==> src/core/litx_pkg.sv <==
// Package of register map, field positions and reset values for the line interface tx control
package litx_pkg;
	localparam logic [7:0] LITX_OFF_CTRL_ONE   = 8'h78;
	localparam logic [7:0] LITX_OFF_CTRL_TWO   = 8'h79;
	localparam logic [7:0] LITX_OFF_CTRL_THREE = 8'h7a;
	localparam logic [7:0] LITX_OFF_GAIN       = 8'h7d;
	localparam logic [7:0] LITX_RST_VAL        = 8'h00;
	// Gain register fields
	localparam int LITX_GAIN_LSB   = 0;
	localparam int LITX_GAIN_W     = 6;
	localparam int LITX_AGC_DIS    = 6;
	// Control one fields
	localparam int LITX_LBO_LSB    = 5;
	localparam int LITX_LBO_W      = 3;
	// Control two fields
	localparam int LITX_CUST_DRV   = 0;
	localparam int LITX_CUR_LIM    = 1;
	localparam int LITX_JA_SRC     = 3;
	localparam int LITX_TX_EN      = 4;
	localparam int LITX_VIOL       = 5;
	localparam int LITX_LRST       = 6;
	localparam int LITX_STD        = 7;
	// Control three fields
	localparam int LITX_ALT_PAT    = 0;
	// Run of ones at which an armed violation is sent
	localparam int LITX_ONES_RUN   = 3;
	localparam logic [2:0] LITX_LBO_SHORT = 3'h0;
	typedef enum logic [1:0] {
		LITX_TX_IDLE  = 2'b00,
		LITX_TX_ARMED = 2'b01
	} litx_viol_e;
endpackage

==> src/core/litx_cfg_if.sv <==
// Interface carrying decoded control from register bank to line driver logic
`timescale 1ns/10ps
interface litx_cfg_if;
	logic       agc_off;
	logic [5:0] gain_code;
	logic [2:0] build_out_code;
	logic       custom_driver_select;
	logic       tx_data_enable;
	logic       alternating_pattern;
	logic       viol_req;
	modport src (output agc_off, gain_code, build_out_code, custom_driver_select,
		tx_data_enable, alternating_pattern, viol_req);
	modport dst (input agc_off, gain_code, build_out_code, custom_driver_select,
		tx_data_enable, alternating_pattern, viol_req);
endinterface // litx_cfg_if

==> src/core/litx_line_driver.sv <==
// Transmit symbol selection: all ones, alternating, data, violation insertion
`timescale 1ns/10ps
module litx_line_driver import litx_pkg::*; (
	input  wire logic core_clk,     // Clock
	input  wire logic rst_b,        // Reset, active low
	litx_cfg_if.dst   cfg,          // Decoded control
	input  wire logic bit_tick,     // One line bit slot
	input  wire logic ja_tick,      // Jitter clock bit slot
	input  wire logic tx_data,      // Data bit to send
	output logic      tx_line_pos,  // Positive pulse
	output logic      tx_line_neg,  // Negative pulse
	output logic      line_oe,      // Drive enable
	output logic      viol_done     // Violation sent pulse
);
	litx_viol_e state_q;
	logic [1:0] ones_q;
	logic       last_pol_q;
	logic       alt_q;
	logic       mark;
	logic       use_viol;
	logic       tick;
	logic       sq_mode;

	assign tick     = cfg.tx_data_enable ? bit_tick : ja_tick;
	assign mark     = !cfg.tx_data_enable ? 1'b1 :
	                  cfg.alternating_pattern ? alt_q : tx_data;
	assign use_viol = (state_q == LITX_TX_ARMED) && mark &&
	                  (ones_q == 2'(LITX_ONES_RUN - 1));
	assign sq_mode  = cfg.custom_driver_select && (cfg.build_out_code == LITX_LBO_SHORT);

	////////////////////////////////////////////////////////////////////////
	always_ff @(posedge core_clk or negedge rst_b) begin
		if (!rst_b) begin
			state_q <= LITX_TX_IDLE;
		end else if (cfg.viol_req) begin
			state_q <= LITX_TX_ARMED;
		end else if (tick && use_viol) begin
			state_q <= LITX_TX_IDLE;
		end
	end

	always_ff @(posedge core_clk or negedge rst_b) begin
		if (!rst_b) begin
			ones_q <= 2'h0;
			alt_q  <= 1'b1;
		end else if (tick) begin
			alt_q  <= ~alt_q;
			if (!mark) ones_q <= 2'h0;
			else if (ones_q != 2'(LITX_ONES_RUN - 1)) ones_q <= ones_q + 2'h1;
		end
	end

	always_ff @(posedge core_clk or negedge rst_b) begin
		if (!rst_b) begin
			tx_line_pos <= 1'b0;
			tx_line_neg <= 1'b0;
			last_pol_q  <= 1'b0;
			viol_done   <= 1'b0;
			line_oe     <= 1'b0;
		end else begin
			viol_done <= tick && use_viol;
			// Drive enable held high after reset in every mode; open drain is only flagged by litx_top
			line_oe   <= 1'b1;
			if (tick) begin
				if (sq_mode) begin
					tx_line_pos <= alt_q;
					tx_line_neg <= ~alt_q;
				end else if (mark) begin
					// Violation repeats previous polarity
					tx_line_pos <= use_viol ? last_pol_q : ~last_pol_q;
					tx_line_neg <= use_viol ? ~last_pol_q : last_pol_q;
					if (!use_viol) last_pol_q <= ~last_pol_q;
				end else begin
					tx_line_pos <= 1'b0;
					tx_line_neg <= 1'b0;
				end
			end
		end
	end

	a_viol_one_shot: assert property (@(posedge core_clk) disable iff (!rst_b)
		viol_done |=> !viol_done) else $error("violation pulse repeated");
endmodule // litx_line_driver

==> src/core/litx_sync2.sv <==
// Two flip-flop synchroniser for a pin level
`timescale 1ns/10ps
module litx_sync2 import litx_pkg::*; (
	input  wire logic core_clk, // Clock
	input  wire logic rst_b,    // Reset, active low
	input  wire logic d,        // Async level
	output logic      q         // Synchronised level
);
	logic meta_q;
	always_ff @(posedge core_clk or negedge rst_b) begin
		if (!rst_b) begin
			meta_q <= 1'b0;
			q      <= 1'b0;
		end else begin
			meta_q <= d;
			q      <= meta_q;
		end
	end
endmodule // litx_sync2

==> src/core/litx_top.sv <==
// Line interface transmit control register bank and line driver top
// Functional notes
// AGC on when disable bit is 0; gain code used only when 1.
// Gain register: code bits 0-5, AGC disable bit 6.
// Software loads gain from recommended set by mode, match, build-out.
// Software writes zero to gain bit 7 and control-two bit 2.
// T1 with AGC: shape adjust one 0Ah for codes 1,2,4, else 00h.
// T1 without AGC: both shape adjust registers 00h.
// In T1 the build-out code selects the transmit waveform.
// High return loss build-out needs termination select bits zero.
// Custom driver: square wave at code 0, open-drain otherwise.
// Current limit disable bit: 0 enables limiter, 1 disables it.
// Jitter clock from master clock at 0, from PLL at 1.
// Transmit enable 0 sends all ones on jitter clock; 1 sends data.
// Rising violation bit inserts one violation at next three ones.
// Rising line reset bit resets recovery and recenters attenuator.
// Line standard bit: 0 is T1, 1 is E1.
// Alternating bit sends 1010 pattern on transmit clock.
// Build-out code sits in bits 7 to 5 of control one.
// Registers read back writes; edge bits act on 0-to-1 change.
//
// Strobed register access is this design's own decision.
`timescale 1ns/10ps
module litx_top import litx_pkg::*; (
	input  wire logic       core_clk,          // 25 MHz clock
	input  wire logic       rst_b,             // Async reset, active low
	input  wire logic [7:0] reg_addr,          // Register address
	input  wire logic [7:0] reg_wdata,         // Write data
	input  wire logic       reg_wr,            // Write strobe
	input  wire logic       reg_rd,            // Read strobe
	output logic      [7:0] reg_rdata,         // Read data, cycle after strobe
	input  wire logic       transmit_clock,    // Line bit clock pin
	input  wire logic       jitter_clock,      // Jitter attenuator clock pin
	input  wire logic       tx_data,           // Data bit to send
	output logic            tx_line_pos,       // Positive line output
	output logic            tx_line_neg,       // Negative line output
	output logic            tx_line_oe,        // Line output enable
	output logic            tx_line_open_drain,// Open-drain drive mode
	output logic            agc_enable,        // Transmit AGC active
	output logic      [5:0] gain_level,        // Manual gain level
	output logic      [2:0] build_out_code,    // Waveform select
	output logic            e1_mode,           // Line standard
	output logic            cur_limit_en,      // Current limiter on
	output logic            ja_clk_from_pll,   // Jitter clock source
	output logic            line_reset_pulse,  // Recovery reset pulse
	output logic            viol_sent          // Violation sent pulse
);
	logic [7:0] ctrl_one_q;
	logic [7:0] ctrl_two_q;
	logic [7:0] ctrl_three_q;
	logic [7:0] gain_q;
	logic       viol_req_q;
	logic       transmit_clock_s;
	logic       jclk_s;
	logic       transmit_clock_d1_q;
	logic       jclk_d1_q;
	logic       drv_pos;
	logic       drv_neg;
	logic       drv_oe;
	logic       drv_done;
	litx_cfg_if cfg ();

	function automatic logic rise(input logic old_v, input logic new_v);
		return !old_v && new_v;
	endfunction

	////////////////////////////////////////////////////////////////////////
	always_ff @(posedge core_clk or negedge rst_b) begin
		if (!rst_b) begin
			ctrl_one_q   <= LITX_RST_VAL;
			ctrl_two_q   <= LITX_RST_VAL;
			ctrl_three_q <= LITX_RST_VAL;
			gain_q       <= LITX_RST_VAL;
		end else if (reg_wr) begin
			case (reg_addr)
				LITX_OFF_CTRL_ONE:   ctrl_one_q   <= reg_wdata;
				LITX_OFF_CTRL_TWO:   ctrl_two_q   <= reg_wdata;
				LITX_OFF_CTRL_THREE: ctrl_three_q <= reg_wdata;
				LITX_OFF_GAIN:       gain_q       <= reg_wdata;
				default: ;
			endcase
		end
	end

	always_ff @(posedge core_clk or negedge rst_b) begin
		if (!rst_b) begin
			reg_rdata <= 8'h00;
		end else if (reg_rd) begin
			case (reg_addr)
				LITX_OFF_CTRL_ONE:   reg_rdata <= ctrl_one_q;
				LITX_OFF_CTRL_TWO:   reg_rdata <= ctrl_two_q;
				LITX_OFF_CTRL_THREE: reg_rdata <= ctrl_three_q;
				LITX_OFF_GAIN:       reg_rdata <= gain_q;
				default:             reg_rdata <= 8'h00;
			endcase
		end else begin
			reg_rdata <= 8'h00;
		end
	end

	// Edge-triggered control bits
	always_ff @(posedge core_clk or negedge rst_b) begin
		if (!rst_b) begin
			viol_req_q       <= 1'b0;
			line_reset_pulse <= 1'b0;
		end else begin
			viol_req_q <= reg_wr && (reg_addr == LITX_OFF_CTRL_TWO) &&
			              rise(ctrl_two_q[LITX_VIOL], reg_wdata[LITX_VIOL]);
			line_reset_pulse <= reg_wr && (reg_addr == LITX_OFF_CTRL_TWO) &&
			              rise(ctrl_two_q[LITX_LRST], reg_wdata[LITX_LRST]);
		end
	end

	////////////////////////////////////////////////////////////////////////
	litx_sync2 u_transmit_clock_sync (
		.core_clk (core_clk),
		.rst_b    (rst_b),
		.d        (transmit_clock),
		.q        (transmit_clock_s)
	);

	litx_sync2 u_jclk_sync (
		.core_clk (core_clk),
		.rst_b    (rst_b),
		.d        (jitter_clock),
		.q        (jclk_s)
	);

	always_ff @(posedge core_clk or negedge rst_b) begin
		if (!rst_b) begin
			transmit_clock_d1_q <= 1'b0;
			jclk_d1_q <= 1'b0;
		end else begin
			transmit_clock_d1_q <= transmit_clock_s;
			jclk_d1_q <= jclk_s;
		end
	end

	assign cfg.agc_off              = gain_q[LITX_AGC_DIS];
	assign cfg.gain_code            = gain_q[LITX_GAIN_LSB +: LITX_GAIN_W];
	assign cfg.build_out_code       = ctrl_one_q[LITX_LBO_LSB +: LITX_LBO_W];
	assign cfg.custom_driver_select = ctrl_two_q[LITX_CUST_DRV];
	assign cfg.tx_data_enable       = ctrl_two_q[LITX_TX_EN];
	assign cfg.alternating_pattern  = ctrl_three_q[LITX_ALT_PAT];
	assign cfg.viol_req             = viol_req_q;

	litx_line_driver u_drv (
		.core_clk    (core_clk),
		.rst_b       (rst_b),
		.cfg         (cfg),
		.bit_tick    (rise(transmit_clock_d1_q, transmit_clock_s)),
		.ja_tick     (rise(jclk_d1_q, jclk_s)),
		.tx_data     (tx_data),
		.tx_line_pos (drv_pos),
		.tx_line_neg (drv_neg),
		.line_oe     (drv_oe),
		.viol_done   (drv_done)
	);

	////////////////////////////////////////////////////////////////////////
	always_ff @(posedge core_clk or negedge rst_b) begin
		if (!rst_b) begin
			tx_line_pos        <= 1'b0;
			tx_line_neg        <= 1'b0;
			tx_line_oe         <= 1'b0;
			tx_line_open_drain <= 1'b0;
			viol_sent          <= 1'b0;
		end else begin
			tx_line_pos        <= drv_pos;
			tx_line_neg        <= drv_neg;
			tx_line_oe         <= drv_oe;
			tx_line_open_drain <= cfg.custom_driver_select &&
			                      (cfg.build_out_code != LITX_LBO_SHORT);
			viol_sent          <= drv_done;
		end
	end

	always_ff @(posedge core_clk or negedge rst_b) begin
		if (!rst_b) begin
			agc_enable      <= 1'b1;
			gain_level      <= 6'h00;
			build_out_code  <= 3'h0;
			e1_mode         <= 1'b0;
			cur_limit_en    <= 1'b1;
			ja_clk_from_pll <= 1'b0;
		end else begin
			agc_enable      <= !cfg.agc_off;
			gain_level      <= cfg.agc_off ? cfg.gain_code : 6'h00;
			build_out_code  <= cfg.build_out_code;
			e1_mode         <= ctrl_two_q[LITX_STD];
			cur_limit_en    <= !ctrl_two_q[LITX_CUR_LIM];
			ja_clk_from_pll <= ctrl_two_q[LITX_JA_SRC];
		end
	end

	////////////////////////////////////////////////////////////////////////
	a_read_back: assert property (@(posedge core_clk) disable iff (!rst_b)
		reg_wr && reg_addr == LITX_OFF_GAIN ##1 reg_rd && reg_addr == LITX_OFF_GAIN
		|=> reg_rdata == $past(reg_wdata, 2)) else $error("gain readback wrong");
	a_gain_gate: assert property (@(posedge core_clk) disable iff (!rst_b)
		!gain_q[LITX_AGC_DIS] |=> agc_enable && gain_level == 6'h00)
		else $error("gain leaks with agc on");
	a_gain_manual: assert property (@(posedge core_clk) disable iff (!rst_b)
		gain_q[LITX_AGC_DIS] |=> gain_level == $past(gain_q[5:0]))
		else $error("manual gain wrong");
	a_lrst_edge: assert property (@(posedge core_clk) disable iff (!rst_b)
		line_reset_pulse |=> !line_reset_pulse) else $error("reset pulse long");
	a_lrst_cause: assert property (@(posedge core_clk) disable iff (!rst_b)
		line_reset_pulse |-> $past(reg_wr) && !$past(ctrl_two_q[LITX_LRST]))
		else $error("reset pulse without rise");
	a_std_sel: assert property (@(posedge core_clk) disable iff (!rst_b)
		##1 e1_mode == $past(ctrl_two_q[LITX_STD])) else $error("std select");
	a_cur_lim: assert property (@(posedge core_clk) disable iff (!rst_b)
		##1 cur_limit_en == !$past(ctrl_two_q[LITX_CUR_LIM])) else $error("limiter");
	a_ja_src: assert property (@(posedge core_clk) disable iff (!rst_b)
		##1 ja_clk_from_pll == $past(ctrl_two_q[LITX_JA_SRC])) else $error("ja src");
	a_viol_cause: assert property (@(posedge core_clk) disable iff (!rst_b)
		viol_req_q |-> $past(reg_wdata[LITX_VIOL]) && !$past(ctrl_two_q[LITX_VIOL]))
		else $error("violation request without rise");
	a_open_drain: assert property (@(posedge core_clk) disable iff (!rst_b)
		ctrl_two_q[LITX_CUST_DRV] && ctrl_one_q[7:5] != 3'h0 |=> tx_line_open_drain)
		else $error("open drain missing");
	c_viol: cover property (@(posedge core_clk) viol_sent);
	c_lrst: cover property (@(posedge core_clk) line_reset_pulse);
	c_data: cover property (@(posedge core_clk) ctrl_two_q[LITX_TX_EN] && tx_line_pos);
endmodule // litx_top
==> config.mk <==
export PLATFORM = sky130hd
export DESIGN_NAME = litx_top
export DESIGN_NICKNAME = d
export VERILOG_FILES = /design/src/core/litx_pkg.sv /design/src/core/litx_cfg_if.sv /design/src/core/litx_line_driver.sv /design/src/core/litx_sync2.sv /design/src/core/litx_top.sv
export SDC_FILE = /design/constraint.sdc
export NUM_CORES = 1
export LEC_CHECK = 0
export BUFFER_PORTS_ARGS = -buffer_cell sky130_fd_sc_hd__buf_2
export CAP_MARGIN = 20
export CORE_ASPECT_RATIO = 0.8
export CORE_MARGIN = 3
export CORE_UTILIZATION = 56
export CTS_CLUSTER_DIAMETER = 60
export CTS_CLUSTER_SIZE = 12
export DETAILED_ROUTE_END_ITERATION = 16
export PLACE_DENSITY = 0.84
export RECOVER_POWER = 50
export SLEW_MARGIN = 10
export SYNTH_ARGS = -nofsm -noshare
export SYNTH_HDL_FRONTEND = slang
export SYNTH_SLANG_ARGS = --single-unit
==> constraint.sdc <==
create_clock -name core_clk -period 2.5 [get_ports core_clk]
set_clock_uncertainty 0.1 [all_clocks]
set_input_delay 0.125 -clock core_clk [delete_from_list [all_inputs] [get_ports core_clk]]
set_output_delay 0.125 -clock core_clk [all_outputs]
set_load 0.03 [all_outputs]
==> results of run 1 <==
[area by class of cell]
| type | count | share of cell area [%] |
|---|---|---|
| flip-flops and latches | 75 | 50.7 |
| multi-input cells | 121 | 30.2 |
| repair buffers | 63 | 10.1 |
| clock buffers | 10 | 3.44 |
| clock inverters | 6 | 3.00 |
| well taps | 62 | 2.09 |
| inverters | 5 | 0.506 |
[layout by cell type, fill, tap and decap left out, drive strengths merged, types with 2 or more instances in the layout]
cell type	synthesis	final
dfrtp	72	72
buf	5	50
mux2	40	40
nand3	14	14
clkbuf	1	12
dlygate4sd3	0	11
nor2	11	11
a22oi	8	8
o21a	8	8
and2	6	6
inv	5	6
nand2	5	5
dfstp	3	3
bufinv	0	3
nor3b	2	2
xor2	2	2
o21ai	2	2
nor3	2	2
o32ai	2	2
[cells by family after synthesis]
kind of cell             Yosys count  share of synthesized area [%]
AO/OA/AOI/OAI                     26                           6.63
XOR/XNOR                           3                          0.859
adder cells (fa/ha/maj)            1                          0.409
buffers and inverters             11                           1.96
flip-flops                        75                           61.5
multiplexers                      41                           18.0
other                              1                          0.123
AND/OR/NAND/NOR                   49                           10.6
[where the power goes]
group          switching [mW]  internal (mW)  total, mW
registers              0.0596           1.31       1.37
clock network           0.437          0.665       1.10
logic                   0.174          0.136      0.310
total                   0.670           2.12       2.79
[how the worst max path moves through the flow]
stage                            endpoint  slack (ns)
after CTS                 u_drv.ones_q[1]        0.73
after detailed placement  u_drv.ones_q[1]        0.76
after global placement          gain_q[7]        0.85
after floorplan           u_drv.ones_q[1]        0.99
after global routing      u_drv.ones_q[1]        0.59
final                     u_drv.ones_q[1]        0.71
[routing by layer]
| layer | wire, um | GRT usage [%] | share of wire, % |
|---|---|---|---|
| met2 | 2590 | 29.0 | 45 |
| met5 | 0 | 0 | 0 |
| met4 | 59 | 6.21 | 1.0 |
| met1 | 2720 | 29.6 | 48 |
| met3 | 337 | 6.92 | 5.9 |
[worst register-to-register path: stages (launching register included)]
cell	delay, ns
dfrtp_1	0.45
o32ai_2	0.64
a21boi_0	0.33
o32ai_1	0.14
[sequential cells by signal, summed over array words and instances, names as in the netlist, 2 cells and up]
register / count
ctrl_one_q: 8
ctrl_three_q: 8
ctrl_two_q: 8
gain_q: 8
reg_rdata: 8
gain_level: 6
build_out_code: 3
u_drv.ones_q: 2
==> results.cfg, run 1 <==
[outcome]
status = complete, no violations

[placement]
dp.final_hpwl_um = 3800
dp.cells = 315
preCtsSetupSlack_ns = 0.762
place.gp.congestion = 0.758
placed_area_um2 = 3360
portBuffers = 49

[logic_synthesis]
synth.avg_cell_area_um2 = 14.8
synth_edf_count = 0
synthesis.area_um2 = 3060
yosysWarnings = 0
synth_most_common_cell = dfrtp_1
syn_nets = 231
synth_common_cells = dfrtp_1, mux2_4, mux2_2
ys_seq_area_share_pct = 61.5
async_reset_ff_share_pct = 100
ys_ff_latch = 75
yosys.area.top_type = dfrtp_1
synth-main-ff-cell = dfrtp_1
synthTopCellsByArea = dfrtp_1, mux2_4, mux2_2
synth_cells = 207
ys_types = 42
synth_top_area_share_pct = 58.9

[critical_path]
rr_endpoint = u_drv.ones_q[1]
path_buf_inv = 0
path_max_fanout = 10
crit_path_cell_trace = o32ai_2 > a21boi_0 > o32ai_1
slowest_delay_ns = 0.64
crit_start = ctrl_two_q[4]
worst_setup_path_start_kind = flip-flop
reg2regPathDepth = 3
rrSetupSlack_ns = 0.71
cp.arrival_ns = 1.91
path_depth = 3
crit_family = compound AO/OA/AOI/OAI gates
critPathCaptureType = flip-flop
worstPathRequired_ns = 2.62
critPathSlowestCell = o32ai_2
r2r-start = ctrl_two_q[4]
crit_type = reg2reg

[clock_network]
root_buffer = clkbuf_8
insertion_delay_ns = 0.35
clkTransAtPathRegs_ns = 0.08
cts_tree = built
cts-resized-gates = 0
cts_hold_buffers = 11
clock_sinks = 75
cts.path.max_buffers = 2
post_cts_buffers = 0
cts_buffers = 9
htreeDepth = 3

[die]
row_count = 23
die_w_um = 88.6
core_um2 = 5150
die_h_um = 72.1
pin_count = 50
dieArea_um2 = 6390
start_util_pct = 59.4

[timing]
finalHoldWorstSlack_ns = 0.113
rsz0062_at_grt = false
period_share_pct = 71.6
fin_ws_ns = 0.711
fin_crit_ns = 1.79
max_clock_freq_ghz = 0.559
tightest_slew_ns = 1.04
hold_viol = 0
tns_ns = 0
max-slew-margin-rel_pct = 30.4
finalSetupViolations = 0
report.final.slew_viol_count = 0

[hold_path]
min_path_cells = 4
holdPathEnd = reg_rdata[6]
hp-class = in2reg
min_from = reg_rd

[finish]
nets = 299
final_area_um2 = 3710
final-seq-area_um2 = 1880
syn2layout_area_growth_pct = 21.2
fillers = 349
multi_input_area_um2 = 1120
drive_gt1_share_pct = 41.1
fin_util_pct = 72.0
num_antenna_cells = 0
fin_cells = 342

[global_route]
grt_pass1_vias = 1847
grt_max_degree = 45
track_usage_pct = 20.3
antenna_found_initial = 0
gr-total-overflow = 0
grt_pass1_wl_um = 9500

[detailed_routing]
vias = 1875
first_pass_iters = 4
vias_per_cell = 5.48
wl_per_cell_um = 16.7
drt_iter0_drc = 129
drc = 0
ant_nets = 0
routed_wl_um = 5710

[power]
p_per_area_nw_per_um2 = 751
power.total_mw = 2.79
p_leak_nw = 1.90
peakVddDrop_v = 0.000473

[flow_run]
cap_violations = 0
Note: power is estimated with default switching activity, not from simulation.
==> run 2: changes to the inputs <==
CORE_UTILIZATION = 50   (was 56)
PLACE_DENSITY = 0.8   (was 0.84)
clock period = 1.55 ns   (was 2.5 ns; I/O delays follow)
==> run 2 against run 1 <==
Net effect: sequential share of layout area fell by 1.4 points; die area rose by 11%; worst hold slack got worse by 0.032 ns; wire length rose by 6.4%; worst setup slack got worse by 0.61 ns; largest cell class unchanged; power rose by 53%.
==> results.cfg, run 2 (synthesis gave the netlist of run 1 again) <==
[critical_path]
worst_setup_path_start_kind = flip-flop
reg2regPathDepth = 4
path_max_fanout = 5
worstPathRequired_ns = 1.67
crit_path_cell_trace = o32ai_4 > buf_6 > a21boi_2 > o32ai_2
crit_type = reg2reg
slowest_delay_ns = 0.45
path_depth = 4
cp.arrival_ns = 1.57
critPathCaptureType = flip-flop
path_buf_inv = 1
crit_family = compound AO/OA/AOI/OAI gates
critPathSlowestCell = dfrtp_2

[timing]
hold_viol = 0
tightest_slew_ns = 0.964
finalSetupViolations = 0
max_clock_freq_ghz = 0.691
fin_crit_ns = 1.45
max-slew-margin-rel_pct = 35.7
report.final.slew_viol_count = 0
fin_ws_ns = 0.102
period_share_pct = 93.4

[detailed_routing]
vias_per_cell = 5.16
drt_iter0_drc = 129
routed_wl_um = 6070
first_pass_iters = 5
ant_nets = 0
drc = 0
wl_per_cell_um = 16.4
vias = 1915

[finish]
final_area_um2 = 3810
final-seq-area_um2 = 1880
drive_gt1_share_pct = 45.4
final_common_cell = dfrtp_1
fillers = 406
syn2layout_area_growth_pct = 24.7
fin_cells = 371
nets = 312
fin_util_pct = 67.2
final_cell_mix = dfrtp_1, buf_2, mux2_4
multi_input_area_um2 = 1150
num_antenna_cells = 0

[global_route]
grt_pass1_wl_um = 10100
track_usage_pct = 18.8
gr-total-overflow = 0
grt_max_degree = 76
grt_pass1_vias = 1995
antenna_found_initial = 0

[placement]
dp.final_hpwl_um = 3990
place.gp.congestion = 0.809
dp.cells = 342
portBuffers = 49
placed_area_um2 = 3480
preCtsSetupSlack_ns = -0.0522

[die]
die_w_um = 93.5
row_count = 24
pin_count = 50
die_h_um = 76.0
start_util_pct = 53.9
core_um2 = 5680
dieArea_um2 = 7100

[hold_path]
hp-class = in2reg
min_path_cells = 4

[clock_network]
cts_buffers = 9
cts.path.max_buffers = 2
htreeDepth = 3
clkTransAtPathRegs_ns = 0.07
cts_tree = built
root_buffer = clkbuf_8
clock_sinks = 75
insertion_delay_ns = 0.34

[outcome]
status = complete, no violations

[power]
peakVddDrop_v = 0.000691
power.total_mw = 4.25
p_per_area_nw_per_um2 = 1120
p_leak_nw = 1.95

[flow_run]
cap_violations = 0
==> run 2: changes by cell type in the layout (fill, tap and decap cells not counted), moves of 2 or more <==
| cell | previous run | this run |
|---|---|---|
| bufinv_16 | 3 | 1 |
| buf_4 | 2 | 12 |
| buf_2 | 48 | 50 |
| clkinv_2 | 1 | 3 |
==> run 2: where the power goes <==
group | switching [mW] | internal [mW]
clock network | 0.681 | 0.780
registers | 0.0968 | 2.12
logic | 0.311 | 0.266
total | 1.09 | 3.17
==> run 2: layout make-up <==
class                           instances  share of cell area, %
Tap cell                               78                   2.56
Clock inverter                          5                   1.38
Inverter                                5                  0.492
Clock buffer                           11                   3.71
Timing Repair Buffer                   76                   12.4
Multi-Input combinational cell        121                   30.1
Sequential cell                        75                   49.3
==> run 2: stage by stage <==
stage	setup TNS, ns	hold WS [ns]
after floorplan	0	-0.318
after global placement	0	0.0329
after detailed placement	-0.0551	0.0349
after CTS	0	0.0686
after global routing	-0.0113	0.0704
final	0	0.0814
==> run 2: worst paths after layout <==
check	startpoint	endpoint	slack (ns)
worst max-delay path	ctrl_two_q[4]	u_drv.ones_q[1]	0.10
worst min-delay path	reg_rd	reg_rdata[1]	0.08
worst max register to register	ctrl_two_q[4]	u_drv.ones_q[1]	0.10
worst min register to register	u_transmit_clock_sync.meta_q	u_transmit_clock_sync.q	0.25
max in group asynchronous	rst_b	ctrl_two_q[4]	0.23
min in group asynchronous	rst_b	u_drv.viol_done	0.44
==> run 2: worst min-delay path, delay by kind of cell <==
kind                   cells  cell delay (ns)
AOI/OAI and AO/OA          1             0.08
and+or+nand+nor            1             0.06
buffers and inverters      2             0.26
==> run 2: layer usage <==
layer | share of wire (%) | global-route usage (%) | vias to the layer above
met4 | 0.92 | 4.39 | 0
met1 | 46 | 25.6 | 959
met5 | 0 | 0 | -
met3 | 5.0 | 6.73 | 6
li1 | - | - | 901
met2 | 48 | 29.0 | 49
==> run 2: timing repair <==
item,CTS,global route
buffers inserted,0,1
endpoints found under the setup margin,2,3
resized for setup,1,8
cloned,0,1
hold buffers,11,0
hold endpoints to repair,111,0
==> run 3: changes to the inputs <==
CORE_MARGIN = default   (was 3)
==> run 3 against run 2 <==
Net effect: power is 3.5% higher; cell area about the same; utilization is 2.6 points lower; critical path depth unchanged; worst setup slack got worse by 0.030 ns; global-route usage grew 2.6 points; combinational power fell by 3.5%; register-to-register slack got worse by 0.03 ns; sequential share of layout area about the same; critical path type unchanged.
==> results.cfg, run 3 (synthesis gave the netlist of run 1 again) <==
[outcome]
status = complete, no violations

[timing]
max_clock_freq_ghz = 0.677
report.final.slew_viol_count = 0
period_share_pct = 95.4
hold_viol = 0
finalSetupViolations = 0
rsz0062_at_grt = false
fin_crit_ns = 1.48
fin_ws_ns = 0.0720
tightest_slew_ns = 0.650
max-slew-margin-rel_pct = 56.7

[detailed_routing]
wl_per_cell_um = 16.2
ant_nets = 0
drc = 0
routed_wl_um = 6030
first_pass_iters = 5
vias = 1901
drt_iter0_drc = 92
vias_per_cell = 5.10

[clock_network]
post_cts_buffers = 0
cts_tree = built
cts.path.max_buffers = 2
insertion_delay_ns = 0.36
root_buffer = clkbuf_8
clkTransAtPathRegs_ns = 0.08
cts_buffers = 9
clock_sinks = 75
htreeDepth = 3

[critical_path]
slowest_delay_ns = 0.45
critPathSlowestCell = dfrtp_2
crit_path_cell_trace = o32ai_2 > buf_4 > a21boi_1 > o32ai_1
path_max_fanout = 10
critPathCaptureType = flip-flop
r2r-start = ctrl_two_q[4]
rr_endpoint = u_drv.ones_q[1]
path_buf_inv = 1
crit_type = reg2reg
worstPathRequired_ns = 1.68
worst_setup_path_start_kind = flip-flop
crit_family = compound AO/OA/AOI/OAI gates
rrSetupSlack_ns = 0.07
cp.arrival_ns = 1.61
reg2regPathDepth = 4
path_depth = 4

[global_route]
grt_pass1_wl_um = 9770
antenna_found_initial = 0
grt_pass1_vias = 1962
grt_max_degree = 37
track_usage_pct = 21.4
gr-total-overflow = 0

[finish]
final_cell_mix = dfrtp_1, buf_2, mux2_4
fin_util_pct = 64.6
fillers = 445
num_antenna_cells = 0
drive_gt1_share_pct = 44.2
nets = 311
syn2layout_area_growth_pct = 24.8
final_common_cell = dfrtp_1

[power]
peakVddDrop_v = 0.000544
p_leak_nw = 1.95
power.total_mw = 4.40
p_per_area_nw_per_um2 = 1150

[die]
core_um2 = 5910
pin_count = 50
dieArea_um2 = 6440
start_util_pct = 51.7
row_count = 25
die_h_um = 72.0
die_w_um = 89.5

[placement]
dp.final_hpwl_um = 4030
preCtsSetupSlack_ns = -0.0279
place.gp.congestion = 0.805
portBuffers = 49

[flow_run]
cap_violations = 0

[hold_path]
holdPathEnd = reg_rdata[1]
min_path_cells = 4
min_from = reg_rd
hp-class = in2reg
==> run 3: cell types whose count changed in the layout (fill, tap and decap cells not counted), sizes merged <==
cell | previous run | this run
clkinv | 3 | 1
clkinvlp | 1 | 2
inv | 5 | 6
buf | 63 | 61
bufinv | 1 | 2
==> run 3: worst max path at each step <==
stage                         start  slack (ns)           endpoint
finish                ctrl_two_q[4]        0.07    u_drv.ones_q[1]
global route        u_drv.ones_q[0]        0.01  u_drv.tx_line_pos
CTS                   ctrl_two_q[4]       0.007    u_drv.ones_q[1]
detailed placement      reg_addr[7]       -0.03          gain_q[6]
global placement        reg_addr[7]       0.006          gain_q[7]
floorplan             ctrl_two_q[4]        0.04    u_drv.ones_q[1]
==> run 3: final cells by class <==
| class | instances | area (um^2) | share of cell area, % |
|---|---|---|---|
| clock inverter | 6 | 88.8 | 2.33 |
| sequential | 75 | 1880 | 49.3 |
| multi-input combinational | 121 | 1120 | 29.5 |
| tap | 81 | 101 | 2.65 |
| timing repair buffer | 75 | 474 | 12.4 |
| clock buffer | 10 | 128 | 3.34 |
| inverter | 5 | 18.8 | 0.492 |
==> run 3: power by group <==
part	internal, mW	switching (mW)
logic	0.254	0.302
registers	2.12	0.0898
clock network	0.909	0.728
total	3.28	1.12
==> run 3: timing repair <==
| action | CTS | global route |
|---|---|---|
| setup endpoints to repair | 0 | 3 |
| endpoints found under the hold margin | 109 | 0 |
| hold buffers | 11 | 0 |
| resized for setup | 0 | 3 |
==> run 3: routing by layer <==
| layer | vias up | global-route usage, % | wire [um] |
|---|---|---|---|
| met5 | - | 0 | 0 |
| met4 | 0 | 8.47 | 106 |
| met3 | 7 | 7.17 | 242 |
| met2 | 45 | 32.7 | 2870 |
| met1 | 956 | 28.5 | 2820 |
| li1 | 893 | - | - |
==> run 3: worst reg2reg max path, stage by stage, from the launching register on <==
cell	delay, ns
dfrtp_2	0.45
o32ai_2	0.26
buf_4	0.21
a21boi_1	0.23
o32ai_1	0.12
==> run 3: per-stage QoR <==
stage,hold slack (ns),setup TNS (ns),cells,cell area [um^2]
3_5_place_dp,-0.0958,-0.221,346,3490
2_1_floorplan,-0.318,0,207,3060
4_1_cts,0.0391,0,373,3820
3_3_place_gp,-0.100,0,346,3490
5_1_grt,0.0759,0,373,3820
6_report,0.0466,0,373,3820
